## config.mk

```make
export PLATFORM = sky130hd
export DESIGN_NAME = gpr_port
export DESIGN_NICKNAME = d
export VERILOG_FILES = /design/src/logic/gpr_pkg.sv /design/src/logic/gpr_port.sv
export SDC_FILE = /design/constraint.sdc
export NUM_CORES = 1
export LEC_CHECK = 0
export BUFFER_PORTS_ARGS = -buffer_cell sky130_fd_sc_hd__buf_2
export CORE_ASPECT_RATIO = 1.4
export CORE_MARGIN = 4
export CORE_UTILIZATION = 25
export DETAILED_ROUTE_END_ITERATION = 10
export PLACE_DENSITY = 0.44
export SYNTH_ARGS = -nofsm -noshare
export SYNTH_HDL_FRONTEND = slang
export SYNTH_SLANG_ARGS = --single-unit
```

## constraint.sdc

```tcl
create_clock -name mclk_i -period 3.1 [get_ports mclk_i]
set_input_delay 0.155 -clock mclk_i [delete_from_list [all_inputs] [get_ports mclk_i]]
set_output_delay 0.155 -clock mclk_i [all_outputs]
set_load 0.005 [all_outputs]
```

## src/logic/gpr_pkg.sv

```systemverilog
// package: constants for the remappable gpio port
// What this block does
// [RULE_01] active peripheral drive disables port driver
// [RULE_02] idle enabled peripheral leaves port in control
// [RULE_03] port output never loops into peripheral input; remap_in_o still reads port-driven pins
// [RULE_04] direction bit one means input
// [RULE_05] reset sets all direction bits
// [RULE_06] latch reads latch, writes latch
// [RULE_07] pin register reads pins, writes latch
// [RULE_08] unimplemented bits read as zero
// [RULE_09] each remap input has 5-bit selector
// [RULE_10] lock set silently ignores remap writes
// [RULE_11] lock is oscillator control bit 6
// [RULE_12] software writes 0x46, 0x57, then lock change
// [RULE_13] lock holds until next unlock sequence
// [RULE_14] shadow mismatch raises configuration reset
// [RULE_15] one-way bit stops lock clearing
// [RULE_16] one-way set lock: only reset clears
// [RULE_17] one-way bit defaults set when unprogrammed
// [RULE_18] analog pins after reset read zero
// [RULE_19] software sets analog cfg bits for digital
// [RULE_20] digital output works with analog enabled
// [RULE_21] highest priority function owns the pin
// [RULE_22] input-only sharing is a dedicated port pin
// [RULE_23] key writes must be consecutive before change
package gpr_pkg;
  localparam int          NPIN        = 16;
  localparam int          NSEL        = 8;
  localparam int          SELW        = 5;
  localparam int          NFN         = 2;
  localparam logic [15:0] IMPL_MASK   = 16'h3fff;
  localparam logic [15:0] ANA_MASK    = 16'h003f;
  localparam logic [3:0]  A_DIR       = 4'h0;
  localparam logic [3:0]  A_LAT       = 4'h1;
  localparam logic [3:0]  A_PIN       = 4'h2;
  localparam logic [3:0]  A_OSC       = 4'h3;
  localparam logic [3:0]  A_ANA       = 4'h4;
  localparam logic [3:0]  A_RMP0      = 4'h8;
  localparam int          LOCK_BIT    = 6;
  localparam logic [7:0]  KEY1        = 8'h46;
  localparam logic [7:0]  KEY2        = 8'h57;
  localparam logic [15:0] DIR_RST     = 16'hffff;
  localparam logic [15:0] ANA_RST     = 16'h0000;
  localparam logic [4:0]  SEL_RST     = 5'h1f;
  typedef enum logic [2:0] {
    KS_IDLE = 3'b001,
    KS_K1   = 3'b010,
    KS_K2   = 3'b100
  } gpr_key_e;
endpackage

```

## src/logic/gpr_port.sv

```systemverilog
// module: gpio port with remap selectors and lock sequence
//
// The address map and strobed register access were decided locally.
`timescale 1ns/1ps
module gpr_port (
  input  wire logic        mclk_i,
  input  wire logic        rst_n_i,
  input  wire logic [3:0]  addr_i,
  input  wire logic [15:0] wdata_i,
  input  wire logic        wr_i,
  input  wire logic        rd_i,
  output logic      [15:0] rdata_o,
  input  wire logic        one_way_lock_cfg_i,
  input  wire logic [15:0] pin_i,
  output logic      [15:0] pin_o,
  output logic      [15:0] pin_oe_o,
  input  wire logic [31:0] fn_en_i,
  input  wire logic [31:0] fn_drv_i,
  input  wire logic [31:0] fn_out_i,
  output logic      [15:0] fn_in_o,
  output logic      [39:0] remap_in_o,
  output logic             cfg_mismatch_rst_o
);
  // ==========================================================
  // state
  typedef struct packed {
    logic [15:0]   dir;
    logic [15:0]   lat;
    logic [15:0]   ana;
    logic          lock;
    logic          lock_once;
    logic          ow;
    logic          ow_taken;
    gpr_pkg::gpr_key_e ks;
    logic [39:0]   sel;
    logic [39:0]   shadow;
    logic [15:0]   rdata;
    logic          mism;
  } gpr_state_s;

  gpr_state_s s_q, s_d;

  function automatic logic [15:0] impl(input logic [15:0] v);
    impl = v & gpr_pkg::IMPL_MASK;
  endfunction

  // true for the indexes that hold input selectors
  function automatic logic sel_addr(input logic [3:0] a);
    sel_addr = (a >= gpr_pkg::A_RMP0);
  endfunction

  // ==========================================================
  // pin ownership
  logic [15:0] own_fn;
  logic [15:0] fn_val;
  logic [15:0] dig_in;
  always_comb begin
    own_fn = 16'h0000;
    fn_val = 16'h0000;
    for (int p = 0; p < gpr_pkg::NPIN; p++) begin
      // lower index function has higher priority; see [RULE_21]
      for (int f = gpr_pkg::NFN - 1; f >= 0; f--) begin
        if (fn_en_i[f*16+p] && fn_drv_i[f*16+p]) begin
          own_fn[p] = 1'b1; // see [RULE_01] see [RULE_02]
          fn_val[p] = fn_out_i[f*16+p];
        end
      end
    end
  end

  // analog pins read zero digitally; see [RULE_18]
  assign dig_in = impl(pin_i & ~(gpr_pkg::ANA_MASK & ~s_q.ana));

  always_comb begin
    for (int p = 0; p < gpr_pkg::NPIN; p++) begin
      // driver enable ignores analog mode; see [RULE_20] see [RULE_04]
      pin_oe_o[p] = gpr_pkg::IMPL_MASK[p] & (own_fn[p] | ~s_q.dir[p]);
      pin_o[p]    = gpr_pkg::IMPL_MASK[p] &
                    (own_fn[p] ? fn_val[p] : s_q.lat[p]);
      // block port loop-through; see [RULE_03] see [RULE_22]
      fn_in_o[p]  = (~own_fn[p] & ~s_q.dir[p]) ? 1'b0 : dig_in[p];
    end
  end

  // remapped inputs; see [RULE_09]
  always_comb begin
    for (int i = 0; i < gpr_pkg::NSEL; i++) begin
      logic [4:0] sv;
      sv = s_q.sel[i*5 +: 5];
      remap_in_o[i*5 +: 5] = 5'h00;
      remap_in_o[i*5]      = (sv < 5'h10) ? dig_in[sv[3:0]] : 1'b0;
    end
  end

  // ==========================================================
  // registers and lock sequence
  logic [3:0] sel_idx;
  assign sel_idx = addr_i - gpr_pkg::A_RMP0;

  always_comb begin
    s_d = s_q;
    s_d.rdata = 16'h0000;
    if (!s_q.ow_taken) begin
      s_d.ow       = one_way_lock_cfg_i; // see [RULE_17]
      s_d.ow_taken = 1'b1;
    end
    if (wr_i) begin
      s_d.ks = gpr_pkg::KS_IDLE; // see [RULE_23]
      case (addr_i)
        gpr_pkg::A_DIR: s_d.dir = impl(wdata_i);
        gpr_pkg::A_LAT: s_d.lat = impl(wdata_i); // see [RULE_06]
        gpr_pkg::A_PIN: s_d.lat = impl(wdata_i); // see [RULE_07]
        gpr_pkg::A_ANA: s_d.ana = wdata_i & gpr_pkg::ANA_MASK;
        gpr_pkg::A_OSC: begin
          case (s_q.ks)
            gpr_pkg::KS_IDLE:
              if (wdata_i[7:0] == gpr_pkg::KEY1) begin
                s_d.ks = gpr_pkg::KS_K1; // see [RULE_12]
              end
            gpr_pkg::KS_K1:
              if (wdata_i[7:0] == gpr_pkg::KEY2) begin
                s_d.ks = gpr_pkg::KS_K2;
              end else if (wdata_i[7:0] == gpr_pkg::KEY1) begin
                s_d.ks = gpr_pkg::KS_K1;
              end
            gpr_pkg::KS_K2: begin
              // see [RULE_11] see [RULE_15] see [RULE_16]
              if (!(s_q.ow && s_q.lock_once && s_q.lock)) begin
                s_d.lock = wdata_i[gpr_pkg::LOCK_BIT];
                if (wdata_i[gpr_pkg::LOCK_BIT]) begin
                  s_d.lock_once = 1'b1;
                end
              end
            end
            default: s_d.ks = gpr_pkg::KS_IDLE;
          endcase
        end
        default: begin
          // ignored silently while locked; see [RULE_10] see [RULE_13]
          if (sel_addr(addr_i) && !s_q.lock) begin
            s_d.sel[sel_idx[2:0]*5 +: 5]    = wdata_i[4:0];
            s_d.shadow[sel_idx[2:0]*5 +: 5] = wdata_i[4:0];
          end
        end
      endcase
    end
    if (rd_i) begin
      case (addr_i)
        gpr_pkg::A_DIR: s_d.rdata = impl(s_q.dir); // see [RULE_08]
        gpr_pkg::A_LAT: s_d.rdata = impl(s_q.lat);
        gpr_pkg::A_PIN: s_d.rdata = dig_in;
        gpr_pkg::A_ANA: s_d.rdata = s_q.ana;
        gpr_pkg::A_OSC: s_d.rdata = {9'h000, s_q.lock, 6'h00};
        default:
          if (sel_addr(addr_i)) begin
            s_d.rdata = {11'h000, s_q.sel[sel_idx[2:0]*5 +: 5]};
          end
      endcase
    end
    // shadow compare; see [RULE_14]
    s_d.mism = (s_q.sel != s_q.shadow);
  end

  always_ff @(posedge mclk_i or negedge rst_n_i) begin
    if (!rst_n_i) begin
      s_q.dir       <= gpr_pkg::DIR_RST; // see [RULE_05]
      s_q.lat       <= 16'h0000;
      s_q.ana       <= gpr_pkg::ANA_RST;
      s_q.lock      <= 1'b0;
      s_q.lock_once <= 1'b0;
      s_q.ow        <= 1'b1;
      s_q.ow_taken  <= 1'b0;
      s_q.ks        <= gpr_pkg::KS_IDLE;
      s_q.sel       <= {gpr_pkg::NSEL{gpr_pkg::SEL_RST}};
      s_q.shadow    <= {gpr_pkg::NSEL{gpr_pkg::SEL_RST}};
      s_q.rdata     <= 16'h0000;
      s_q.mism      <= 1'b0;
    end else begin
      s_q <= s_d;
    end
  end

  assign rdata_o            = s_q.rdata;
  assign cfg_mismatch_rst_o = s_q.mism;

  // ==========================================================
  // checks: lock and key sequence
  a_lock_blocks: assert property ( // see [RULE_10]
    @(posedge mclk_i) disable iff (!rst_n_i)
    (wr_i && sel_addr(addr_i) && s_q.lock) |=> $stable(s_q.sel))
    else $error("remap write changed while locked");

  a_oneway_hold: assert property ( // see [RULE_16]
    @(posedge mclk_i) disable iff (!rst_n_i)
    (s_q.ow && s_q.lock_once && s_q.lock) |=> s_q.lock)
    else $error("one-way lock cleared");

  a_key_order: assert property ( // see [RULE_12]
    @(posedge mclk_i) disable iff (!rst_n_i)
    ($changed(s_q.lock)) |-> $past(s_q.ks) == gpr_pkg::KS_K2)
    else $error("lock changed without keys");

  a_key_abort: assert property ( // see [RULE_23]
    @(posedge mclk_i) disable iff (!rst_n_i)
    (wr_i && addr_i != gpr_pkg::A_OSC) |=> s_q.ks == gpr_pkg::KS_IDLE)
    else $error("key sequence survived other write");

  a_lock_stays: assert property ( // see [RULE_13]
    @(posedge mclk_i) disable iff (!rst_n_i)
    !(wr_i && addr_i == gpr_pkg::A_OSC && s_q.ks == gpr_pkg::KS_K2)
    |=> $stable(s_q.lock))
    else $error("lock moved outside sequence");

  a_lock_read: assert property ( // see [RULE_11]
    @(posedge mclk_i) disable iff (!rst_n_i)
    (rd_i && addr_i == gpr_pkg::A_OSC)
    |=> rdata_o[gpr_pkg::LOCK_BIT] == $past(s_q.lock))
    else $error("lock bit read wrong");

  a_sel_open: assert property ( // see [RULE_13]
    @(posedge mclk_i) disable iff (!rst_n_i)
    (wr_i && addr_i == gpr_pkg::A_RMP0 && !s_q.lock)
    |=> s_q.sel[4:0] == $past(wdata_i[4:0]))
    else $error("unlocked selector write lost");

  a_ow_latched: assert property ( // see [RULE_17]
    @(posedge mclk_i) disable iff (!rst_n_i)
    s_q.ow_taken |=> $stable(s_q.ow))
    else $error("one-way setting moved");

  // ==========================================================
  // checks: shadow compare
  a_mismatch: assert property ( // see [RULE_14]
    @(posedge mclk_i) disable iff (!rst_n_i)
    (s_q.sel != s_q.shadow) |=> cfg_mismatch_rst_o)
    else $error("mismatch not flagged");

  a_shadow_ok: assert property ( // see [RULE_14]
    @(posedge mclk_i) disable iff (!rst_n_i)
    (s_q.sel == s_q.shadow) |=> !cfg_mismatch_rst_o)
    else $error("mismatch without cause");

  // ==========================================================
  // checks: register reads and writes
  a_pin_reads: assert property ( // see [RULE_07]
    @(posedge mclk_i) disable iff (!rst_n_i)
    (rd_i && addr_i == gpr_pkg::A_PIN) |=> rdata_o == $past(dig_in))
    else $error("pin read wrong");

  a_lat_write: assert property ( // see [RULE_07]
    @(posedge mclk_i) disable iff (!rst_n_i)
    (wr_i && addr_i == gpr_pkg::A_PIN)
    |=> s_q.lat == impl($past(wdata_i)))
    else $error("pin write missed latch");

  a_lat_wr: assert property ( // see [RULE_06]
    @(posedge mclk_i) disable iff (!rst_n_i)
    (wr_i && addr_i == gpr_pkg::A_LAT)
    |=> s_q.lat == impl($past(wdata_i)))
    else $error("latch write lost");

  a_lat_read: assert property ( // see [RULE_06]
    @(posedge mclk_i) disable iff (!rst_n_i)
    (rd_i && addr_i == gpr_pkg::A_LAT)
    |=> rdata_o == impl($past(s_q.lat)))
    else $error("latch read wrong");

  a_dir_write: assert property ( // see [RULE_04]
    @(posedge mclk_i) disable iff (!rst_n_i)
    (wr_i && addr_i == gpr_pkg::A_DIR)
    |=> s_q.dir == impl($past(wdata_i)))
    else $error("direction write lost");

  a_unimpl_read: assert property ( // see [RULE_08]
    @(posedge mclk_i) disable iff (!rst_n_i)
    rd_i |=> (rdata_o & ~gpr_pkg::IMPL_MASK) == 16'h0000)
    else $error("unimplemented bit read nonzero");

  // ==========================================================
  // checks: pin ownership
  a_fn_owns: assert property ( // see [RULE_01]
    @(posedge mclk_i) disable iff (!rst_n_i)
    own_fn[0] |-> pin_oe_o[0] && pin_o[0] == fn_val[0])
    else $error("peripheral lost pin");

  a_fn_all: assert property ( // see [RULE_01]
    @(posedge mclk_i) disable iff (!rst_n_i)
    ((own_fn & gpr_pkg::IMPL_MASK) & ((pin_o ^ fn_val) | ~pin_oe_o))
    == 16'h0000)
    else $error("peripheral value not on pin");

  a_port_drive: assert property ( // see [RULE_02]
    @(posedge mclk_i) disable iff (!rst_n_i)
    ((~own_fn & gpr_pkg::IMPL_MASK) & (pin_o ^ s_q.lat)) == 16'h0000)
    else $error("port latch not on pin");

  a_input_off: assert property ( // see [RULE_04]
    @(posedge mclk_i) disable iff (!rst_n_i)
    (pin_oe_o & ~own_fn & s_q.dir) == 16'h0000)
    else $error("input pin driven");

  a_unimpl_pin: assert property ( // see [RULE_08]
    @(posedge mclk_i) disable iff (!rst_n_i)
    ((pin_oe_o | pin_o) & ~gpr_pkg::IMPL_MASK) == 16'h0000)
    else $error("unimplemented pin active");

  a_prio_pick: assert property ( // see [RULE_21]
    @(posedge mclk_i) disable iff (!rst_n_i)
    (fn_en_i[0] && fn_drv_i[0]) |-> pin_o[0] == fn_out_i[0])
    else $error("lower priority function won");

  a_no_loop: assert property ( // see [RULE_03]
    @(posedge mclk_i) disable iff (!rst_n_i)
    (!own_fn[1] && !s_q.dir[1]) |-> !fn_in_o[1])
    else $error("port looped into peripheral");

  a_loop_all: assert property ( // see [RULE_03]
    @(posedge mclk_i) disable iff (!rst_n_i)
    ((~own_fn & ~s_q.dir) & fn_in_o) == 16'h0000)
    else $error("port looped into peripheral input");

  a_shared_read: assert property ( // see [RULE_22]
    @(posedge mclk_i) disable iff (!rst_n_i)
    ((own_fn | s_q.dir) & (fn_in_o ^ dig_in)) == 16'h0000)
    else $error("peripheral input lost pin level");

  // ==========================================================
  // checks: analog pins and remap inputs
  a_analog_zero: assert property ( // see [RULE_18]
    @(posedge mclk_i) disable iff (!rst_n_i)
    !s_q.ana[0] |-> !dig_in[0])
    else $error("analog pin read nonzero");

  a_analog_all: assert property ( // see [RULE_18]
    @(posedge mclk_i) disable iff (!rst_n_i)
    ((gpr_pkg::ANA_MASK & ~s_q.ana) & dig_in) == 16'h0000)
    else $error("analog pins read nonzero");

  a_analog_out: assert property ( // see [RULE_20]
    @(posedge mclk_i) disable iff (!rst_n_i)
    (!s_q.ana[0] && !s_q.dir[0] && !own_fn[0]) |-> pin_oe_o[0])
    else $error("analog pin lost output");

  a_remap_sel: assert property ( // see [RULE_09]
    @(posedge mclk_i) disable iff (!rst_n_i)
    (s_q.sel[4:0] < 5'h10)
    |-> remap_in_o[0] == dig_in[s_q.sel[3:0]])
    else $error("remap input wrong pin");

  a_remap_zero: assert property ( // see [RULE_09]
    @(posedge mclk_i) disable iff (!rst_n_i)
    (remap_in_o & ~40'h0842108421) == 40'h0000000000)
    else $error("remap spare bit set");
endmodule

```

Word level (Yosys, flattened, before mapping)
Cells that the tools add are included.
W data, S select, Z words.
{ "word_totals": {"ff_bits": 138, "inputBits": 137, "out_inout_bits": 105, "word_cells": 264} }
{ "classes": {"add_sub_neg": 2, "mul": 1, "magnitude_cmp": 17, "eq_ne": 10, "n_shift": 3, "mux": 117, "n_bitwise": 61, "reduce_logical": 41} }
{ "op_table": {"columns": ["operator", "n"], "rows": [
  ["$mux W1", 100],
  ["$bwmux W40", 2],
  ["$pmux W14 S5", 1],
  ["$lt A4 B5 Y1 const B", 8],
  ["$lt A5 B5 Y1 const B", 8],
  ["$ne A40 B40 Y1", 1],
  ["$shift A5 B34 Y40 const A", 1],
  ["$shiftx A40 B7 Y5", 1],
  ["$shiftx A5 B34 Y40", 1],
  ["$neg A6 Y34", 1],
  ["$bmux W1 S4", 8],
  ["$logic_and A1 B1 Y1", 31],
  ["$not A1 Y1", 30],
  ["$eq A8 B7 Y1 const B", 2],
  ["$and A1 B1 Y1", 14],
  ["$and A14 B14 Y14", 1],
  ["$mux W14", 1],
  ["$not A6 Y14", 1],
  ["$or A1 B1 Y1", 14],
  ["$eq A4 B2 Y1 const B", 2],
  ["$mul A3 B3 Y6 const B", 1],
  ["$mux W3", 2],
  ["$not A6 Y6", 1],
  ["$pmux W3 S2", 1],
  ["17 further kinds", 19]
]} }

Logic depth before layout (Yosys ltp)
{ "logic_depth": {"depth_word": 6, "ltp_mapped": 10} }

Least setup slack after synthesis
OpenSTA, ideal clock, no wires.
{ "synth_path": {"kind": "in2reg", "start": "input addr_i[0]", "end": "register s_q[104] in the netlist's numbering", "setup_time_ns": 0.125, "t_arrival_ns": 1.789, "slack_ns": 1.187, "stages": 9, "path_cell_list": "buf_2 > buf_4 > inv_1 > ha_1 > buf_2 > and3b_1 > buf_2 > nand2_1 > mux2_2"} }
{ "synth_between": {"elab_chain_cells": 2} }
{ "synth_rtl": {"columns": ["item", "line_no", "rtl"], "rows": [
  ["from (decl)", "gpr_port.sv:8", "input wire logic [3:0] addr_i,"],
  ["$eq A4 B3 Y1", "gpr_port.sv:109", "case (addr_i)"],
  ["$reduce_and A2 Y1 (no line)", null, null],
  ["to (decl)", "gpr_port.sv:41", "gpr_state_s s_q, s_d;"]
]} }
No other way between the ends.
A chain may end at the register's enable or synchronous reset.

Worst setup path in the final report
{ "layout_path": {"start": "register s_q[105] in the netlist's numbering", "end": "output remap_in_o[10]"} }
{ "layout_between": {"elab_chain_cells": 6} }
{ "layout_rtl": {"columns": ["item", "line_no", "rtl"], "rows": [
  ["$not A6 Y6", "gpr_port.sv:72", "assign dig_in = impl(pin_i & ~(gpr_pkg::ANA_MASK & ~s_q.ana));"],
  ["$not A6 Y14", "gpr_port.sv:72", null],
  ["$and A14 B14 Y14", "gpr_port.sv:72", null],
  ["$bmux W1 S4", "gpr_port.sv:91", "remap_in_o[i*5] = (sv < 5'h10) ? dig_in[sv[3:0]] : 1'b0;"],
  ["$mux W1 (implied by the code)", "gpr_port.sv:91", null],
  ["$mux W1", "gpr_port.sv:91", null],
  ["to (decl)", "gpr_port.sv:21", "output logic [39:0] remap_in_o,"]
]} }
No other way between the ends. The select of a mux whose other input is x is not followed.

==> impl_metrics.py <==
metrics = {
    "status": {
        "run_status": "complete, no violations",
    },
    "setup_path": {
        "worstSetupPathType": "flip-flop to primary output",
        "cp_top_family": "multiplexers",
        "slowest_delay_ns": 0.58,
        "crit_path_end_kind": "primary output",
        "worstPathRequired_ns": 2.94,
        "cp.arrival_ns": 2.35,
        "worst-path-max-fanout": 9,
        "worst_path_max_delay_cell": "mux4_1",
        "critPathBufInv": 1,
        "startpoint_type": "flip-flop",
        "path_cells": "nand2_1, mux4_1, or2_0, a311oi_2, buf_2",
    },
    "timing": {
        "rsz0062_at_grt": "no",
        "fin_skew_ns": 0.0129,
        "finalCritPeriodShare_pct": 81.0,
        "relSlewSlack_pct": 39.2,
        "post-route-min-period_ns": 2.51,
        "tightestPinTransition_ns": 0.912,
        "hold_ws_ns": 0.0235,
        "fin_setup_tns_ns": 0,
        "drv_slew": 0,
        "setup_viol": 0,
        "hold_violations": 0,
        "fmax_mhz": 398,
    },
    "global_routing": {
        "antenna_found_initial": 3,
        "grt_first_pass_wirelength_mm": 34.8,
        "grt_usage_pct": 15.5,
        "grt_pass1_vias": 5615,
        "grt-ovfl-total": 0,
        "grt_max_degree": 61,
    },
    "yosys": {
        "post_synth_num_cell_types": 55,
        "syn_area_um2": 6630,
        "synthCells": 647,
        "synth_ff_type": "dfstp_2",
        "yosys_warnings": 0,
        "synth_top_area_share_pct": 22.2,
        "ys_ff_latch": 95,
        "async_flop_share_pct": 100,
        "synth-seq-area-share_pct": 36.9,
        "syn_area_per_cell_um2": 10.2,
        "synthTopCellsByArea": "dfstp_2, dfrtp_1, mux2_2",
        "yosys.area.top_type": "dfstp_2",
        "synth-edff-count": 0,
    },
    "placed_design": {
        "placed_cells": 1116,
        "place.gp.congestion": 0.867,
        "place_area_um2": 7560,
        "numPortBuffers": 184,
        "hpwl_mm": 17.6,
    },
    "detailed_routing": {
        "via_per_inst": 4.96,
        "routed_wl_mm": 23.1,
        "dr_wl_met2_mm": 12.3,
        "m1WireLength_mm": 8.83,
        "wire_per_inst_um": 20.4,
        "wl_met3_mm": 1.48,
        "first_iter_violations": 322,
        "highest_layer": "met5",
        "firstDrtPassIters": 5,
        "drc": 0,
        "ant_nets": 0,
        "dr_total_vias": 5616,
    },
    "hold_path": {
        "min_path_type": "input port to flip-flop",
    },
    "pwr": {
        "p_per_area_nw_per_um2": 501,
        "max-vdd-ir-drop_v": 0.000215,
        "leakage_uw": 0.00354,
        "p_total_uw": 3940,
    },
    "layout": {
        "final_common_cell": "buf_2",
        "area_growth_pct": 18.5,
        "drive_above_1_share_pct": 44.6,
        "layout_common_cells": "buf_2, nand2_1, mux2_2",
        "layout.nets": 947,
        "n_antenna_cell": 0,
        "design_area_um2": 7850,
        "layout.cells.non_filler": 1133,
        "n_fill_cell": 2749,
    },
    "clock_tree": {
        "cts_max_level": 3,
        "clk_latency_ns": 0.36,
        "cts_root_buf": "clkbuf_16",
        "numCtsBuffers": 9,
        "cts.clk_slew.worst_paths_ns": 0.08,
        "cts_resized": 0,
        "hold_buffers": 1,
        "cts_tree": "yes",
        "clk_path_buf_depth": 2,
        "post_cts_buffers": 0,
        "cts_sinks": 95,
    },
    "floorplan": {
        "die_w_um": 146,
        "die_y_um": 201,
        "ios": 242,
        "initial_core_util_pct": 25.4,
        "core_area_um2": 26100,
        "die_area_um2": 29200,
        "rows": 70,
    },
    "run": {
        "maxCapViolCount": 0,
    },
}
-- worst paths after layout --
| kind | start | to | slack [ns] | depth (start not counted) |
|---|---|---|---|---|
| worst max-delay path | s_q[105] | remap_in_o[10] | 0.59 | 5 |
| worst min-delay path | wdata_i[10] | s_q[130] | 0.02 | 2 |
| worst max register to register | s_q[103] | s_q[60] | 1.53 | 3 |
| worst min register to register | s_q[102] | s_q[102] | 0.47 | 1 |
| max in group asynchronous | rst_n_i | s_q[148] | 2.06 | 3 |
| min in group asynchronous | rst_n_i | s_q[98] | 0.33 | 2 |
-- sequential cells by signal (all words and copies together) (netlist names) --
name     count
rdata_o     14
s_q         81
-- per-layer routing --
| layer | track usage [%] | vias to the layer above |
|---|---|---|
| li1 | - | 2592 |
| met1 | 17.4 | 2764 |
| met2 | 28.7 | 223 |
| met3 | 3.48 | 31 |
| met4 | 5.30 | 6 |
| met5 | 0 | - |
-- layout make-up --
class / instances / area, um^2 / area share, %
multi-input cells: 488 / 3650 / 46.4
clock inverters: 7 / 58.8 / 0.749
clock buffers: 9 / 225 / 2.87
repair buffers: 193 / 1010 / 12.8
well taps: 324 / 405 / 5.16
flip-flops and latches: 95 / 2450 / 31.2
inverters: 17 / 63.8 / 0.813
-- Yosys cell counts, types with 3 or more instances --
cell and number:
a21o_1 5, a21oi_1 22, a222oi_1 5, a22oi_1 10, a311oi_2 8, a31oi_1 14, and2_1 6, and3_1 5
buf_2 11, buf_4 58, buf_6 8, clkbuf_1 10, dfrtp_1 39, dfstp_2 56, ha_1 6, inv_1 17
mux2_2 66, mux2i_1 34, mux4_1 7, mux4_2 13, nand2_1 88, nand3_1 40, nor2_1 20, nor2b_1 4
nor3b_2 3, o21a_1 8, o21ai_0 28, o22ai_1 4, o311a_1 8, or2_0 8
-- stage by stage --
step	util (%)	worst slack [ns]
2_1_floorplan	-	1.19
3_3_place_gp	29.0	0.754
3_5_place_dp	29.0	0.706
4_1_cts	30.1	0.582
5_1_grt	30.1	0.480
6_report	30.1	0.590
-- power by group --
part | leakage (uW) | switching, uW | total (uW) | internal [uW]
clock network | 0.000144 | 542 | 1100 | 562
registers | 0.00109 | 258 | 1780 | 1520
logic | 0.00231 | 514 | 1050 | 539
total | 0.00354 | 1310 | 3940 | 2620
-- cells by family (layout without fill, tap and decap cells) --
family	after synthesis	in the layout	synth area share, %
fa+ha+maj	6	6	1.13
other cells	2	42	0.113
buf+inv	104	226	10.3
compound gates	124	124	13.4
mux	122	122	23.9
simple gates	191	191	13.8
flops	95	95	36.9
xor+xnor	3	3	0.397
(Power assumes the default switching activity.)
